## src/shared/uart_sc_defs.svh

```systemverilog
// constants for the serial port status and control block
`ifndef UART_SC_DEFS_SVH
`define UART_SC_DEFS_SVH
`define CLK_HZ 100000000
`define BAUD_BPS 115200
`define OVERSAMPLE 16
`define TICK_DIV_DEFAULT (`CLK_HZ / (`BAUD_BPS * `OVERSAMPLE))
`define DIV_W 16
`define TX_DEPTH_DEFAULT 4
`define RX_DEPTH_DEFAULT 4
`define OFS_STATUS 4'h0
`define OFS_MODE 4'h4
`define OFS_TXDATA 4'h8
`define OFS_RXDATA 4'hC
`define B_TXSEL1 15
`define B_TXPOL 14
`define B_TXSEL0 13
`define B_BRK 11
`define B_TXEN 10
`define B_TXBF 9
`define B_TX_ALL_DONE_FLAG 8
`define B_RXSEL1 7
`define B_RXSEL0 6
`define B_ADDRESS_DETECT_ENABLE 5
`define B_RECEIVER_IDLE_FLAG 4
`define B_PARITY_ERROR_FLAG 3
`define B_FRAMING_ERROR_FLAG 2
`define B_OVERRUN_ERROR_FLAG 1
`define B_RXDA 0
`define B_INFRARED_CODEC_ENABLE 12
`define B_PDSEL1 2
`define B_PDSEL0 1
`define B_STSEL 0
`define TXSEL_EACH 2'h0
`define TXSEL_DONE 2'h1
`define TXSEL_EMPTY 2'h2
`define RXSEL_FULL 2'h3
`define RXSEL_3Q 2'h2
`define PD_EVEN 2'h1
`define PD_ODD 2'h2
`define PD_9BIT 2'h3
`define BRK_BITS 4'hC
`define OS_MID 4'h7
`define OS_LAST 4'hF
`endif

```

## src/shared/uart_sc_pkg.sv

```systemverilog
// types for the serial port status and control block
package uart_sc_pkg;
   typedef enum logic [2:0] {TX_IDLE, TX_START, TX_DATA, TX_PARITY, TX_STOP} tx_state_t;
   typedef enum logic [2:0] {RX_IDLE, RX_START, RX_DATA, RX_PARITY, RX_STOP} rx_state_t;
   typedef struct packed {
      logic [3:0] address;
      logic read;
      logic write;
      logic [31:0] writedata;
      logic [3:0] byteenable;
   } avs_req_t;
   typedef struct packed {
      logic [8:0] data;
      logic parity_error_flag;
      logic framing_error_flag;
   } rx_entry_t;
   typedef struct packed {
      logic waitreq;
      logic [15:0] rdata;
      logic [1:0] tx_irq_select;
      logic tx_idle_polarity;
      logic send_break_request;
      logic transmit_enable_bit;
      logic [1:0] rx_irq_select;
      logic address_detect_enable;
      logic overrun_error_flag;
      logic infrared_codec_enable;
      logic [1:0] parity_data_select;
      logic two_stop;
      logic [15:0] div_cnt;
      tx_state_t tx_st;
      logic [3:0] tx_os;
      logic [3:0] tx_bit;
      logic [8:0] tx_shift_register;
      logic tx_par;
      logic tx_brk;
      rx_state_t rx_st;
      logic [3:0] rx_os;
      logic [3:0] rx_bit;
      logic [8:0] rx_shift_register;
      logic rx_par;
      logic pin;
      logic oe;
      logic tx_irq;
      logic rx_irq;
   } core_state_t;
endpackage

```

## src/uart_sc_fifo.sv

```systemverilog
// small register fifo whose head entry comes straight out of a register
`timescale 1ns/1ps
module uart_sc_fifo #(
   parameter int WIDTH = 11,
   parameter int DEPTH = 4,
   parameter int CW = $clog2(DEPTH + 1)
) (
   input wire logic clk_in,
   input wire logic rst_b_in,
   input wire logic push_in,
   input wire logic [WIDTH-1:0] push_data_in,
   input wire logic pop_in,
   input wire logic flush_in,
   output logic [WIDTH-1:0] head_out,
   output logic [CW-1:0] count_out
);
   typedef struct packed {
      logic [DEPTH-1:0][WIDTH-1:0] mem;
      logic [CW-1:0] count;
   } fifo_state_t;

   fifo_state_t s;
   fifo_state_t n;
   logic do_pop;
   logic do_push;

   if (DEPTH < 2 || WIDTH < 1) begin : g_bad_cfg
      $error("fifo depth must be at least 2");
   end

   // shift-down organisation keeps the head in entry 0, so the head is a plain register
   always_comb begin
      n = s;
      do_pop = pop_in && (s.count != '0);
      do_push = push_in && ((s.count != CW'(DEPTH)) || do_pop);
      if (do_pop) begin
         for (int i = 0; i < DEPTH - 1; i++) begin
            n.mem[i] = s.mem[i+1];
         end
         n.count = s.count - CW'(1);
      end
      if (do_push) begin
         n.mem[n.count] = push_data_in;
         n.count = n.count + CW'(1);
      end
      if (flush_in) begin
         n.count = '0;
      end
   end

   always_ff @(posedge clk_in or negedge rst_b_in) begin
      if (!rst_b_in) begin
         s <= '0;
      end else begin
         s <= n;
      end
   end

   assign head_out = s.mem[0];
   assign count_out = s.count;
endmodule

```

## src/uart_status_control.sv

```systemverilog
// serial port with status and control register, reached over an avalon-mm slave
//
// Functional notes
// - select 00: transmit interrupt each time a character enters the shift register.
// - select 10: interrupt on entry to shift register only if buffer becomes empty.
// - select 01: interrupt when last character fully shifted out, nothing queued.
// - polarity bit sets idle level; meaning flips with infrared codec on.
// - break request sends start, twelve zeros, stop; hardware then clears request.
// - transmit enable drives pin; clearing aborts, empties buffer, releases pin.
// - buffer full flag is 1 only when no transmit slot is free.
// - all done flag is 1 when shift register and buffer empty; resets to 1.
// - receive select 11: interrupt when a transfer makes buffer hold four characters.
// - receive select 10: interrupt when a transfer makes buffer hold three characters.
// - receive select 00 or 01: interrupt on every transfer into buffer.
// - address detect keeps only bit-8-set characters, and only in nine-bit mode.
// - receiver idle flag is 1 while idle, 0 while receiving; resets to 1.
// - parity error flag belongs to the character at the fifo head.
// - framing error flag belongs to the character at the fifo head.
// - overflow sets overrun flag; software clear empties buffer and shift register.
// - data available flag is 1 while the receive buffer holds a character.
// - status bit 12 always reads zero.
// - parity/data select 11 means nine data bits with no parity.
// - reading receive data advances fifo, bringing next character and its flags.
//
// The placing of the registers and the Avalon-MM slave port were decided locally.
`timescale 1ns/1ps
`include "uart_sc_defs.svh"
module uart_status_control import uart_sc_pkg::*; #(
   parameter int TICK_DIV = `TICK_DIV_DEFAULT,
   parameter int TX_DEPTH = `TX_DEPTH_DEFAULT,
   parameter int RX_DEPTH = `RX_DEPTH_DEFAULT
) (
   input wire logic CLK_SYS_IN,
   input wire logic RST_B_IN,
   input wire logic [3:0] AVS_ADDRESS_IN,
   input wire logic AVS_READ_IN,
   input wire logic AVS_WRITE_IN,
   input wire logic [31:0] AVS_WRITEDATA_IN,
   input wire logic [3:0] AVS_BYTEENABLE_IN,
   output logic [31:0] AVS_READDATA_OUT,
   output logic AVS_WAITREQUEST_OUT,
   input wire logic RX_PIN_IN,
   output logic SERIAL_OUT_PIN_OUT,
   output logic SERIAL_OUT_OE_OUT,
   output logic TX_IRQ_OUT,
   output logic RX_IRQ_OUT
);
   localparam int TCW = $clog2(TX_DEPTH + 1);
   localparam int RCW = $clog2(RX_DEPTH + 1);

   if (TICK_DIV < 1 || TICK_DIV > 65535 || TX_DEPTH < 2 || RX_DEPTH < 4 || (RX_DEPTH % 4) != 0) begin : g_bad_cfg
      $error("unsupported divider or fifo depth");
   end

   core_state_t s;
   core_state_t n;
   avs_req_t req;
   rx_entry_t rx_head;
   rx_entry_t rx_new;
   logic [8:0] tx_head;
   logic [TCW-1:0] tx_count;
   logic [RCW-1:0] rx_count;
   logic [RCW-1:0] rx_level;
   logic [15:0] status_word;
   logic [15:0] mode_word;
   logic [15:0] wmask;
   logic [15:0] nv_status;
   logic [15:0] nv_mode;
   logic [3:0] tx_nbits;
   logic [3:0] rx_nbits;
   logic tick;
   logic nine;
   logic par_en;
   logic odd;
   logic inv;
   logic tx_line;
   logic busy_req;
   logic wr_acc;
   logic rd_acc;
   logic tx_full;
   logic tx_empty;
   logic rx_full;
   logic rx_empty;
   logic tx_push;
   logic tx_pop;
   logic tx_flush;
   logic rx_push;
   logic rx_pop;
   logic rx_flush;

   assign req = '{AVS_ADDRESS_IN, AVS_READ_IN, AVS_WRITE_IN, AVS_WRITEDATA_IN, AVS_BYTEENABLE_IN};
   assign busy_req = req.read | req.write;
   // a request is taken at the edge where waitrequest is seen low
   assign wr_acc = req.write & ~s.waitreq;
   assign rd_acc = req.read & ~s.waitreq;
   assign wmask = {{8{req.byteenable[1]}}, {8{req.byteenable[0]}}};
   assign nv_status = (status_word & ~wmask) | (req.writedata[15:0] & wmask);
   assign nv_mode = (mode_word & ~wmask) | (req.writedata[15:0] & wmask);

   assign tick = s.div_cnt == 16'h0000;
   assign nine = s.parity_data_select == `PD_9BIT;
   assign par_en = (s.parity_data_select == `PD_EVEN) || (s.parity_data_select == `PD_ODD);
   assign odd = s.parity_data_select == `PD_ODD;
   assign tx_nbits = s.tx_brk ? `BRK_BITS : (nine ? 4'h9 : 4'h8);
   assign rx_nbits = nine ? 4'h9 : 4'h8;
   // with the codec off a set bit inverts the line; with it on the sense flips
   assign inv = s.infrared_codec_enable ? ~s.tx_idle_polarity : s.tx_idle_polarity;

   assign tx_full = tx_count == TCW'(TX_DEPTH);
   assign tx_empty = tx_count == '0;
   assign rx_full = rx_count == RCW'(RX_DEPTH);
   assign rx_empty = rx_count == '0;

   always_comb begin
      status_word = 16'h0000;
      status_word[`B_TXSEL1] = s.tx_irq_select[1];
      status_word[`B_TXPOL] = s.tx_idle_polarity;
      status_word[`B_TXSEL0] = s.tx_irq_select[0];
      status_word[`B_BRK] = s.send_break_request;
      status_word[`B_TXEN] = s.transmit_enable_bit;
      status_word[`B_TXBF] = tx_full;
      status_word[`B_TX_ALL_DONE_FLAG] = tx_empty && (s.tx_st == TX_IDLE);
      status_word[`B_RXSEL1] = s.rx_irq_select[1];
      status_word[`B_RXSEL0] = s.rx_irq_select[0];
      status_word[`B_ADDRESS_DETECT_ENABLE] = s.address_detect_enable;
      status_word[`B_RECEIVER_IDLE_FLAG] = s.rx_st == RX_IDLE;
      status_word[`B_PARITY_ERROR_FLAG] = ~rx_empty & rx_head.parity_error_flag;
      status_word[`B_FRAMING_ERROR_FLAG] = ~rx_empty & rx_head.framing_error_flag;
      status_word[`B_OVERRUN_ERROR_FLAG] = s.overrun_error_flag;
      status_word[`B_RXDA] = ~rx_empty;
      mode_word = 16'h0000;
      mode_word[`B_INFRARED_CODEC_ENABLE] = s.infrared_codec_enable;
      mode_word[`B_PDSEL1] = s.parity_data_select[1];
      mode_word[`B_PDSEL0] = s.parity_data_select[0];
      mode_word[`B_STSEL] = s.two_stop;
   end

   always_comb begin
      case (s.tx_st)
         TX_START: tx_line = 1'b0;
         TX_DATA: tx_line = ~s.tx_brk & s.tx_shift_register[0];
         TX_PARITY: tx_line = s.tx_par;
         default: tx_line = 1'b1;
      endcase
   end

   assign rx_level = rx_count - RCW'(rx_pop) + RCW'(1);

   always_comb begin
      n = s;
      n.tx_irq = 1'b0;
      n.rx_irq = 1'b0;
      tx_push = 1'b0;
      tx_pop = 1'b0;
      tx_flush = 1'b0;
      rx_push = 1'b0;
      rx_pop = 1'b0;
      rx_flush = 1'b0;
      rx_new = '0;
      n.div_cnt = tick ? `DIV_W'(TICK_DIV - 1) : s.div_cnt - 16'h0001;

      ////////////////////////////////////////////////////////////////////////////////
      // register bus: waitrequest drops one cycle after a request appears
      n.waitreq = ~(busy_req & s.waitreq);
      if (req.read & s.waitreq) begin
         case (req.address)
            `OFS_STATUS: n.rdata = status_word;
            `OFS_MODE: n.rdata = mode_word;
            `OFS_RXDATA: n.rdata = {7'h00, rx_head.data};
            default: n.rdata = 16'h0000;
         endcase
      end
      if (rd_acc && (req.address == `OFS_RXDATA)) begin
         rx_pop = ~rx_empty;
      end
      if (wr_acc) begin
         case (req.address)
            `OFS_STATUS: begin
               n.tx_irq_select = {nv_status[`B_TXSEL1], nv_status[`B_TXSEL0]};
               n.tx_idle_polarity = nv_status[`B_TXPOL];
               n.send_break_request = nv_status[`B_BRK];
               n.transmit_enable_bit = nv_status[`B_TXEN];
               n.rx_irq_select = {nv_status[`B_RXSEL1], nv_status[`B_RXSEL0]};
               n.address_detect_enable = nv_status[`B_ADDRESS_DETECT_ENABLE];
            end
            `OFS_MODE: begin
               n.infrared_codec_enable = nv_mode[`B_INFRARED_CODEC_ENABLE];
               n.parity_data_select = {nv_mode[`B_PDSEL1], nv_mode[`B_PDSEL0]};
               n.two_stop = nv_mode[`B_STSEL];
            end
            `OFS_TXDATA: tx_push = wmask[0] & ~tx_full;
            default: ;
         endcase
      end

      ////////////////////////////////////////////////////////////////////////////////
      // transmitter
      case (s.tx_st)
         TX_IDLE: begin
            if (s.transmit_enable_bit && !tx_empty) begin
               tx_pop = 1'b1;
               n.tx_shift_register = tx_head;
               n.tx_brk = s.send_break_request;
               n.tx_par = odd;
               n.tx_os = 4'h0;
               n.tx_bit = 4'h0;
               n.tx_st = TX_START;
               if (s.tx_irq_select == `TXSEL_EACH) begin
                  n.tx_irq = 1'b1;
               end
               if (s.tx_irq_select == `TXSEL_EMPTY && tx_count == TCW'(1) && !tx_push) begin
                  n.tx_irq = 1'b1;
               end
            end
         end
         TX_START, TX_DATA, TX_PARITY, TX_STOP: begin
            if (tick) begin
               n.tx_os = s.tx_os + 4'h1;
            end
            if (tick && s.tx_os == `OS_LAST) begin
               case (s.tx_st)
                  TX_START: n.tx_st = TX_DATA;
                  TX_DATA: begin
                     n.tx_shift_register = {1'b0, s.tx_shift_register[8:1]};
                     n.tx_par = s.tx_par ^ s.tx_shift_register[0];
                     n.tx_bit = s.tx_bit + 4'h1;
                     if (s.tx_bit == tx_nbits - 4'h1) begin
                        n.tx_bit = 4'h0;
                        n.tx_st = (par_en && !s.tx_brk) ? TX_PARITY : TX_STOP;
                     end
                  end
                  TX_PARITY: n.tx_st = TX_STOP;
                  default: begin
                     n.tx_bit = s.tx_bit + 4'h1;
                     if (s.tx_brk || !s.two_stop || s.tx_bit == 4'h1) begin
                        n.tx_st = TX_IDLE;
                        if (s.tx_brk) begin
                           n.send_break_request = 1'b0;
                        end
                        if (s.tx_irq_select == `TXSEL_DONE && tx_empty && !tx_push) begin
                           n.tx_irq = 1'b1;
                        end
                     end
                  end
               endcase
            end
         end
         default: n.tx_st = TX_IDLE;
      endcase
      // dropping enable aborts the frame and empties the queue
      if (s.transmit_enable_bit && !n.transmit_enable_bit) begin
         tx_flush = 1'b1;
         tx_pop = 1'b0;
         n.tx_st = TX_IDLE;
         n.tx_irq = 1'b0;
      end
      n.pin = tx_line ^ inv;
      n.oe = n.transmit_enable_bit;

      ////////////////////////////////////////////////////////////////////////////////
      // receiver, sampling at mid-bit on the oversampling tick
      case (s.rx_st)
         RX_IDLE: begin
            if (tick && !RX_PIN_IN) begin
               n.rx_os = 4'h0;
               n.rx_st = RX_START;
            end
         end
         RX_START: begin
            if (tick) begin
               n.rx_os = s.rx_os + 4'h1;
               if (s.rx_os == `OS_MID) begin
                  // a glitch shorter than half a bit is not a start bit
                  n.rx_st = RX_PIN_IN ? RX_IDLE : RX_DATA;
                  n.rx_os = 4'h0;
                  n.rx_bit = 4'h0;
                  n.rx_par = 1'b0;
                  n.rx_shift_register = 9'h000;
               end
            end
         end
         RX_DATA, RX_PARITY, RX_STOP: begin
            if (tick) begin
               n.rx_os = s.rx_os + 4'h1;
            end
            if (tick && s.rx_os == `OS_LAST) begin
               case (s.rx_st)
                  RX_DATA: begin
                     n.rx_shift_register[s.rx_bit] = RX_PIN_IN;
                     n.rx_par = s.rx_par ^ RX_PIN_IN;
                     n.rx_bit = s.rx_bit + 4'h1;
                     if (s.rx_bit == rx_nbits - 4'h1) begin
                        n.rx_st = par_en ? RX_PARITY : RX_STOP;
                     end
                  end
                  RX_PARITY: begin
                     n.rx_par = s.rx_par ^ RX_PIN_IN;
                     n.rx_st = RX_STOP;
                  end
                  default: begin
                     n.rx_st = RX_IDLE;
                     rx_new.data = s.rx_shift_register;
                     rx_new.parity_error_flag = par_en & (s.rx_par ^ odd);
                     rx_new.framing_error_flag = ~RX_PIN_IN;
                     if (s.overrun_error_flag) begin
                        rx_push = 1'b0;
                     end else if (s.address_detect_enable && nine && !s.rx_shift_register[8]) begin
                        rx_push = 1'b0;
                     end else if (rx_full && !rx_pop) begin
                        n.overrun_error_flag = 1'b1;
                     end else begin
                        rx_push = 1'b1;
                        case (s.rx_irq_select)
                           `RXSEL_FULL: n.rx_irq = rx_level == RCW'(RX_DEPTH);
                           `RXSEL_3Q: n.rx_irq = rx_level == RCW'(RX_DEPTH * 3 / 4);
                           default: n.rx_irq = 1'b1;
                        endcase
                     end
                  end
               endcase
            end
         end
         default: n.rx_st = RX_IDLE;
      endcase
      // setting only happens while clear and clearing only while set, so neither can mask the other
      if (wr_acc && req.address == `OFS_STATUS && s.overrun_error_flag && wmask[`B_OVERRUN_ERROR_FLAG] &&
          !req.writedata[`B_OVERRUN_ERROR_FLAG]) begin
         n.overrun_error_flag = 1'b0;
         rx_flush = 1'b1;
         rx_push = 1'b0;
         n.rx_irq = 1'b0;
         n.rx_st = RX_IDLE;
      end
   end

   ////////////////////////////////////////////////////////////////////////////////
   // state register and storage

   always_ff @(posedge CLK_SYS_IN or negedge RST_B_IN) begin
      if (!RST_B_IN) begin
         s <= '0;
         s.waitreq <= 1'b1;
         s.pin <= 1'b1;
      end else begin
         s <= n;
      end
   end

   uart_sc_fifo #(.WIDTH(9), .DEPTH(TX_DEPTH), .CW(TCW)) u_tx_fifo (
      .clk_in(CLK_SYS_IN),
      .rst_b_in(RST_B_IN),
      .push_in(tx_push),
      .push_data_in(req.writedata[8:0]),
      .pop_in(tx_pop),
      .flush_in(tx_flush),
      .head_out(tx_head),
      .count_out(tx_count)
   );

   uart_sc_fifo #(.WIDTH($bits(rx_entry_t)), .DEPTH(RX_DEPTH), .CW(RCW)) u_rx_fifo (
      .clk_in(CLK_SYS_IN),
      .rst_b_in(RST_B_IN),
      .push_in(rx_push),
      .push_data_in(rx_new),
      .pop_in(rx_pop),
      .flush_in(rx_flush),
      .head_out(rx_head),
      .count_out(rx_count)
   );

   assign AVS_READDATA_OUT = {16'h0000, s.rdata};
   assign AVS_WAITREQUEST_OUT = s.waitreq;
   assign SERIAL_OUT_PIN_OUT = s.pin;
   assign SERIAL_OUT_OE_OUT = s.oe;
   assign TX_IRQ_OUT = s.tx_irq;
   assign RX_IRQ_OUT = s.rx_irq;
endmodule

```

## config.mk

```make
export PLATFORM = sky130hd
export DESIGN_NAME = uart_status_control
export DESIGN_NICKNAME = d
export VERILOG_FILES = /design/src/shared/uart_sc_pkg.sv /design/src/uart_sc_fifo.sv /design/src/uart_status_control.sv
export VERILOG_INCLUDE_DIRS = /design/src /design/src/shared
export SDC_FILE = /design/constraint.sdc
export NUM_CORES = 1
export LEC_CHECK = 0
export BUFFER_PORTS_ARGS = -buffer_cell sky130_fd_sc_hd__buf_2
export CELL_PAD_IN_SITES_DETAIL_PLACEMENT = 1
export CELL_PAD_IN_SITES_GLOBAL_PLACEMENT = 2
export CORE_MARGIN = 2
export CORE_UTILIZATION = 42
export CTS_CLUSTER_DIAMETER = 30
export DETAILED_ROUTE_END_ITERATION = 10
export GPL_TIMING_DRIVEN = 0
export PLACE_DENSITY = 0.82
export SLEW_MARGIN = 20
export SYNTH_ARGS = -nofsm -noshare
export SYNTH_HDL_FRONTEND = slang
export SYNTH_HIERARCHICAL = 1
export SYNTH_SLANG_ARGS = --single-unit
```

## constraint.sdc

```tcl
create_clock -name CLK_SYS_IN -period 9.2 [get_ports CLK_SYS_IN]
set_input_delay 1.84 -clock CLK_SYS_IN [delete_from_list [all_inputs] [get_ports CLK_SYS_IN]]
set_output_delay 1.84 -clock CLK_SYS_IN [all_outputs]
set_load 0.02 [all_outputs]
```

### After elaboration in Yosys (flattened, before gate mapping)

Index checks and enable logic that the tools add are counted.

* memories kept: 0
* logic and storage cells: 307
* input port bits: 45
* register bits: 178
* bits in latches: 0
* output and inout bits: 37
* RAM bits: 0
* bits in read-only memories: 0

* bitwise operators: 27
* reductions and logical operators: 71
* mux-type cells: 100
* shift-type cells: 0
* add/sub/neg operators: 13
* divide/modulo/power cells: 0
* magnitude comparators: 6
* multipliers: 0
* equal/unequal tests: 53

Operator list (number)
* 2-to-1 mux 36 bit: 2
* 2-to-1 mux 30 bit: 2
* one-hot mux 16 bit (3 select lines): 1
* 2-to-1 mux 1 bit: 46
* bitwise mux 44 bit: 1
* 2-to-1 mux 11 bit: 4
* 2-to-1 mux 21 bit: 2
* bitwise mux 36 bit: 1
* one-hot mux 18 bit (2 select lines): 1
* 2-to-1 mux 3 bit: 11
* AND 16 bit: 2
* 2-to-1 mux 14 bit: 2
* one-hot mux 14 bit (2 select lines): 1
* logical AND 1 bit: 26
* demux 11 bit (select 2 bit): 1
* 2-to-1 mux 22 bit: 1
* != test 2 bit (second input constant): 10
* demux 9 bit (select 2 bit): 1
* != test 3 bit (second input constant): 6
* one-hot mux 3 bit (3 select lines): 2
* adder 4 x 1 -> 4 bit (second input constant): 4
* equality test 4 bit (second input constant): 4
* logical NOT 16 bit: 1
* 2-to-1 mux 16 bit: 1
* 57 further kinds: 137

### Depth between registers and ports, before layout

* depth after elaboration: 19
* mapped depth: 14

### Cells and area by module

The synthesis kept the hierarchy.

Modules (own cells, without submodules)
* uart_status_control: times used 1, cells each 597, area an instance 5696.7 um^2
* uart_sc_fifo at u_rx_fifo: times used 1, cells each 232, area an instance 2446.1 um^2
* uart_sc_fifo at u_tx_fifo: times used 1, cells each 200, area an instance 2100.8 um^2

### Least setup slack after synthesis

OpenSTA, ideal clock, no wires.

* kind: input port to flip-flop
* from: input AVS_ADDRESS_IN[1]
* to: register u_rx_fifo/s[36] in the netlist's numbering
* cell stages on the path: 14
* setup slack: 4.784 ns
* setup time: 0.125 ns
* arrival: 4.292 ns
* cell sequence: nor4bb_1 > buf_2 > nand3b_1 > or2_2 > inv_1 > clkbuf_1 > nand2_2 > buf_2 > nand2_1 > a21oi_1 > ha_1 > o211a_1 > buf_2 > mux2_2

* word-level cells in the longest chain between the ends: 13
* elaborated cells between the ends (all ways): 27
* classes of those cells: 2 x order compare; 1 x eq/ne; 12 x mux; 12 x reduce/logical

Ends and longest elaborated chain
* start, declared: RTL line uart_status_control.sv:35 `input wire logic [3:0] AVS_ADDRESS_IN,`
* equality test 4 bit (*)
* logical AND 1 bit (*): RTL line uart_status_control.sv:173 `` if (rd_acc && (req.address == `OFS_RXDATA)) begin ``
* 2-to-1 mux 1 bit (*): RTL line uart_status_control.sv:173
* named net rx_pop: RTL line uart_status_control.sv:88 `logic rx_pop;`
* logical NOT 1 bit: RTL line uart_status_control.sv:309 `end else if (rx_full && !rx_pop) begin`
* logical AND 1 bit: RTL line uart_status_control.sv:309
* 2-to-1 mux 1 bit: RTL line uart_status_control.sv:309
* 2-to-1 mux 1 bit: RTL line uart_status_control.sv:307 `end else if (s.address_detect_enable && nine && !s.rx_shift_register[8]) begin`
* 2-to-1 mux 1 bit: RTL line uart_status_control.sv:305 `if (s.overrun_error_flag) begin`
* 2-to-1 mux 1 bit: RTL line uart_status_control.sv:287 `case (s.rx_st)`
* 2-to-1 mux 1 bit: RTL line uart_status_control.sv:286 `` if (tick && s.rx_os == `OS_LAST) begin ``
* 2-to-1 mux 1 bit: RTL line uart_status_control.sv:262 `case (s.rx_st)`
* 2-to-1 mux 1 bit: RTL line uart_status_control.sv:326 `` if (wr_acc && req.address == `OFS_STATUS && s.overrun_error_flag && wmask[`B_OVERRUN_ERROR_FLAG] && ``
* logical AND 1 bit: RTL line uart_sc_fifo.sv:35 `do_push = push_in && ((s.count != CW'(DEPTH)) || do_pop);`
* end signal, assigned: RTL line uart_sc_fifo.sv:55 `s <= n;`
* end, declared: RTL line uart_sc_fifo.sv:22 `fifo_state_t s;`

Mark *: on every way through the listed nets, which the timed path passes. The rest lies on a longest branch.
A chain may end at the register's enable or synchronous reset.

### Final worst setup path

* from: input AVS_ADDRESS_IN[1]
* to: register u_tx_fifo/s[31] in the netlist's numbering

* word-level cells in the longest chain between the ends: 13
* elaborated cells between the ends (all ways): 19
* classes of those cells: 2 x order compare; 1 x eq/ne; 9 x mux; 7 x reduce/logical

Ends and longest elaborated chain
* logical NOT 4 bit (*): RTL line uart_status_control.sv:177 `case (req.address)`
* 2-to-1 mux 5 bit (*): RTL line uart_status_control.sv:177
* 2-to-1 mux 5 bit (*): RTL line uart_status_control.sv:176 `if (wr_acc) begin`
* logical NOT 1 bit (*): RTL line uart_status_control.sv:251 `if (s.transmit_enable_bit && !n.transmit_enable_bit) begin`
* logical AND 1 bit (*): RTL line uart_status_control.sv:251
* 2-to-1 mux 1 bit (*): RTL line uart_status_control.sv:251
* named net tx_pop: RTL line uart_status_control.sv:85 `logic tx_pop;`
* logical AND 1 bit (*): RTL line uart_sc_fifo.sv:34 `do_pop = pop_in && (s.count != '0);`
* 2-to-1 mux 30 bit: RTL line uart_sc_fifo.sv:36 `if (do_pop) begin`
* greater-or-equal comparator 3 x 1 -> 1 bit (not written as such) / less-than comparator 3 bit (equally long branches): RTL line uart_sc_fifo.sv:43 `n.mem[n.count] = push_data_in;`
* logical AND 1 bit (not written as such): RTL line uart_sc_fifo.sv:43
* 2-to-1 mux 9 bit (not written as such): RTL line uart_sc_fifo.sv:43
* demux 9 bit (select 2 bit)
* bitwise mux 36 bit: RTL line uart_sc_fifo.sv:43
* end signal, assigned: RTL line uart_sc_fifo.sv:55
* end, declared: RTL line uart_sc_fifo.sv:22

Marks and branches as above.

==> run_results.csv <==
group,metric,value,unit
routing,first_pass_iters,5,
yosys,synth_cells,1029,
cts,cts_buffers,17,
pwr,p_int,1.41,mW
cts,cts_setup_buffers,0,
worst_setup_path,worst_path_largest_cell_delay,0.51,ns
sta,tns,0,ns
yosys,ys_ff_latch,178,
pwr,sw_frac_of_total,30.0,%
pwr,netSwitchingPower,0.602,mW
floorplan,start_util,42.5,%
finish,drive_above_1_share,22.4,%
sta,slew_violations,0,
placement,port-buffer-count,46,
yosys,yosysSeqAreaShare,43.5,%
sta,period_minus_slack,4.89,ns
sta,final.period_utilization,53.1,%
global_routing,grt_first_pass_wirelength,45200,µm
cts,cts_buffer_depth,2,
sta,setup_violations,0,
sta,fmax,205,MHz
worst_setup_path,endpoint_kind,"register",
placement,hpwl,20100,µm
worst_setup_path,cp-start-kind,"primary input",
global_routing,grt_max_degree,70,
global_routing,grt_use_total,22.1,%
finish,fillCellCount,2821,
yosys,synth_edf_count,0,
worst_hold_path,hp-class,"register to register",
pwr,comb_power_share,18.7,%
sta,worst_pin_slew,0.826,ns
yosys,syn_area_per_cell,9.95,µm²
routing,vias,7897,
yosys,synth_ff_type,"dfrtp_1",
pwr,finalPower,2.01,mW
flow_run,drv_cap,0,
worst_setup_path,critPathKind,"primary input to register",
worst_setup_path,cp_slowest_cell,"clkbuf_1",
worst_setup_path,crit_path_cell_trace,"buf_2, nor3_2, nand2_1, nor3_1, nor2_1, buf_2, nand2_2, buf_2, nand2_1, a21oi_1, ha_1, o211a_1, clkbuf_1, mux2_2",
finish,syn_to_final_growth,13.4,%
finish,fin_nets,1177,
cts,cts_root_buffer,"clkbuf_16",
status,status,"complete, no violations",
pwr,power_leakage,5.70,nW
worst_setup_path,worstPathMaxFanout,10,
cts,cts_tree,"built",
routing,drc,0,
cts,clk_pin_slew,0.07,ns
routing,vias_per_cell,5.45,
sta,clock_skew,0.0101,ns
sta,relSlewSlack,44.8,%
global_routing,antenna_found_initial,1,
sta,hold_violations,0,
floorplan,die_area,25700,µm²
cts,cts_hold_buffers,0,
yosys,yosysWarnings,6,
worst_setup_path,arrival,5.20,ns
floorplan,top_level_ports,82,
yosys,synthArstFlopShare,100,%
routing,routed_wirelength,27300,µm
floorplan,core-area,24100,µm²
global_routing,overflow,0,
pwr,p_seq_share,44.5,%
floorplan,die_width,160,µm
floorplan,rows,57,
finish,layout_commonest_cell,"dfrtp_1",
worst_setup_path,cp_common_cell,"buf_2",
pwr,p_per_area,173,nW/µm²
cts,ctsResizeCount,0,
cts,clock_latency,0.43,ns
pwr,worst_ir_drop_vdd,0.0944,mV
floorplan,fp.dieH,160,µm
finish,mostFrequentLayoutCells,"dfrtp_1 (176), nand2_1 (124), o21ai_0 (90)",
cts,h-tree-depth,4,
sta,rsz0062_at_grt,"false",
yosys,syn_area,10200,µm²
worst_setup_path,crit_required,9.51,ns
cts,cts.sinks,178,
routing,drt-initial-drc-count,363,
routing,detail-route-antenna-nets,0,
routing,wire_per_inst,18.8,µm
pwr,clkPwrFrac,36.8,%
global_routing,first_global_vias,8311,
placement,gp_congestion,0.831,
yosys,ys_types,88,
-- stage by stage --
step | utilization, % | setup WS [ns] | std cells | hold WS [ns] | instance area [µm²]
2_1_floorplan | - | 4.78 | 1044 | 0.448 | 10300
3_3_place_gp | 45.4 | 3.17 | 1414 | 0.464 | 10900
3_5_place_dp | 45.8 | 3.84 | 1418 | 0.477 | 11000
4_1_cts | 48.2 | 4.30 | 1449 | 0.493 | 11600
5_1_grt | 48.2 | 4.10 | 1450 | 0.520 | 11600
6_report | 48.2 | 4.31 | 1450 | 0.482 | 11600
-- worst paths after layout --
kind / start / endpoint / slack [ns] / depth (start not counted)
worst min-delay path: AVS_READDATA_OUT[14] / AVS_READDATA_OUT[14] / 0.48 / 2
max in group asynchronous: RST_B_IN / SERIAL_OUT_PIN_OUT / 7.16 / 2
min in group asynchronous: RST_B_IN / u_rx_fifo/count_out[1] / 1.32 / 1
worst max-delay path: AVS_ADDRESS_IN[1] / u_tx_fifo/s[31] / 4.31 / 14
worst max register to register: u_tx_fifo/count_out[0] / u_tx_fifo/s[31] / 5.11 / 13
worst min register to register: AVS_READDATA_OUT[14] / AVS_READDATA_OUT[14] / 0.48 / 2
-- cells by family after synthesis --
kind of cell,Yosys count,synth area share [%]
other,1,0.0366
buffers and inverters,136,7.72
multiplexers,112,11.7
flip-flops,178,43.5
AND/OR/NAND/NOR,354,18.8
AO/OA/AOI/OAI,205,13.9
adder cells (fa/ha/maj),19,2.32
XOR/XNOR,24,2.05
-- final cells by class --
| cell class | count | area [µm²] | share of cell area (%) |
|---|---|---|---|
| antenna | 1 | 2.50 | 0.0215 |
| buffer | 109 | 689 | 5.93 |
| clock buffer | 20 | 457 | 3.93 |
| clock inverter | 11 | 128 | 1.10 |
| inverter | 27 | 101 | 0.872 |
| multi-input combinational | 730 | 5070 | 43.6 |
| sequential | 178 | 4460 | 38.4 |
| tap | 324 | 405 | 3.49 |
| timing repair buffer | 50 | 310 | 2.67 |
-- state kept, by name, indices dropped and copies added, names as in the netlist, named ones only --
register and count:
s 61, u_rx_fifo/s 33, u_tx_fifo/s 27, AVS_READDATA_OUT 16, u_rx_fifo/head_out 11, u_tx_fifo/head_out 9, u_rx_fifo/count_out 3, u_tx_fifo/count_out 3
AVS_WAITREQUEST_OUT 1, RX_IRQ_OUT 1, SERIAL_OUT_OE_OUT 1, SERIAL_OUT_PIN_OUT 1, TX_IRQ_OUT 1
-- cell usage after synthesis (20+ instances only) --
library cell / number / area [µm²]
clkbuf_1: 20 / 75.1
buf_4: 63 / 473
nand3_1: 20 / 100
dfrtp_1: 176 / 4400
a21oi_1: 25 / 125
nor2_1: 61 / 229
nand2_1: 124 / 465
mux2i_1: 73 / 731
buf_2: 22 / 110
o21ai_0: 90 / 450
mux2_2: 30 / 338
inv_1: 27 / 101
-- power by group through the flow --
| stage | clock network [mW] | registers (mW) | logic, mW |
|---|---|---|---|
| after global routing | 0.783 | 0.903 | 0.424 |
| final | 0.739 | 0.894 | 0.376 |
| after CTS | 0.756 | 0.894 | 0.380 |
| after global placement | 0 | 0.907 | 0.363 |
| after floorplan | 0 | 0.892 | 0.270 |
| after detailed placement | 0 | 0.908 | 0.378 |
-- worst max-delay path: cells and delay by family --
| kind | cells | cell delay [ns] |
|---|---|---|
| AO/OA/AOI/OAI | 2 | 0.28 |
| adder cells (fa/ha/maj) | 1 | 0.15 |
| buffers and inverters | 4 | 1.24 |
| multiplexers | 1 | 0.40 |
| AND/OR/NAND/NOR | 6 | 1.25 |
-- routing by layer --
layer,GRT usage [%],up-vias,part of all wire (%)
met3,2.65,29,2.3
met2,37.3,95,49
met4,6.84,0,1.8
li1,-,3777,-
met5,0,-,0
met1,29.7,3996,47
(Power assumes the default switching activity.)
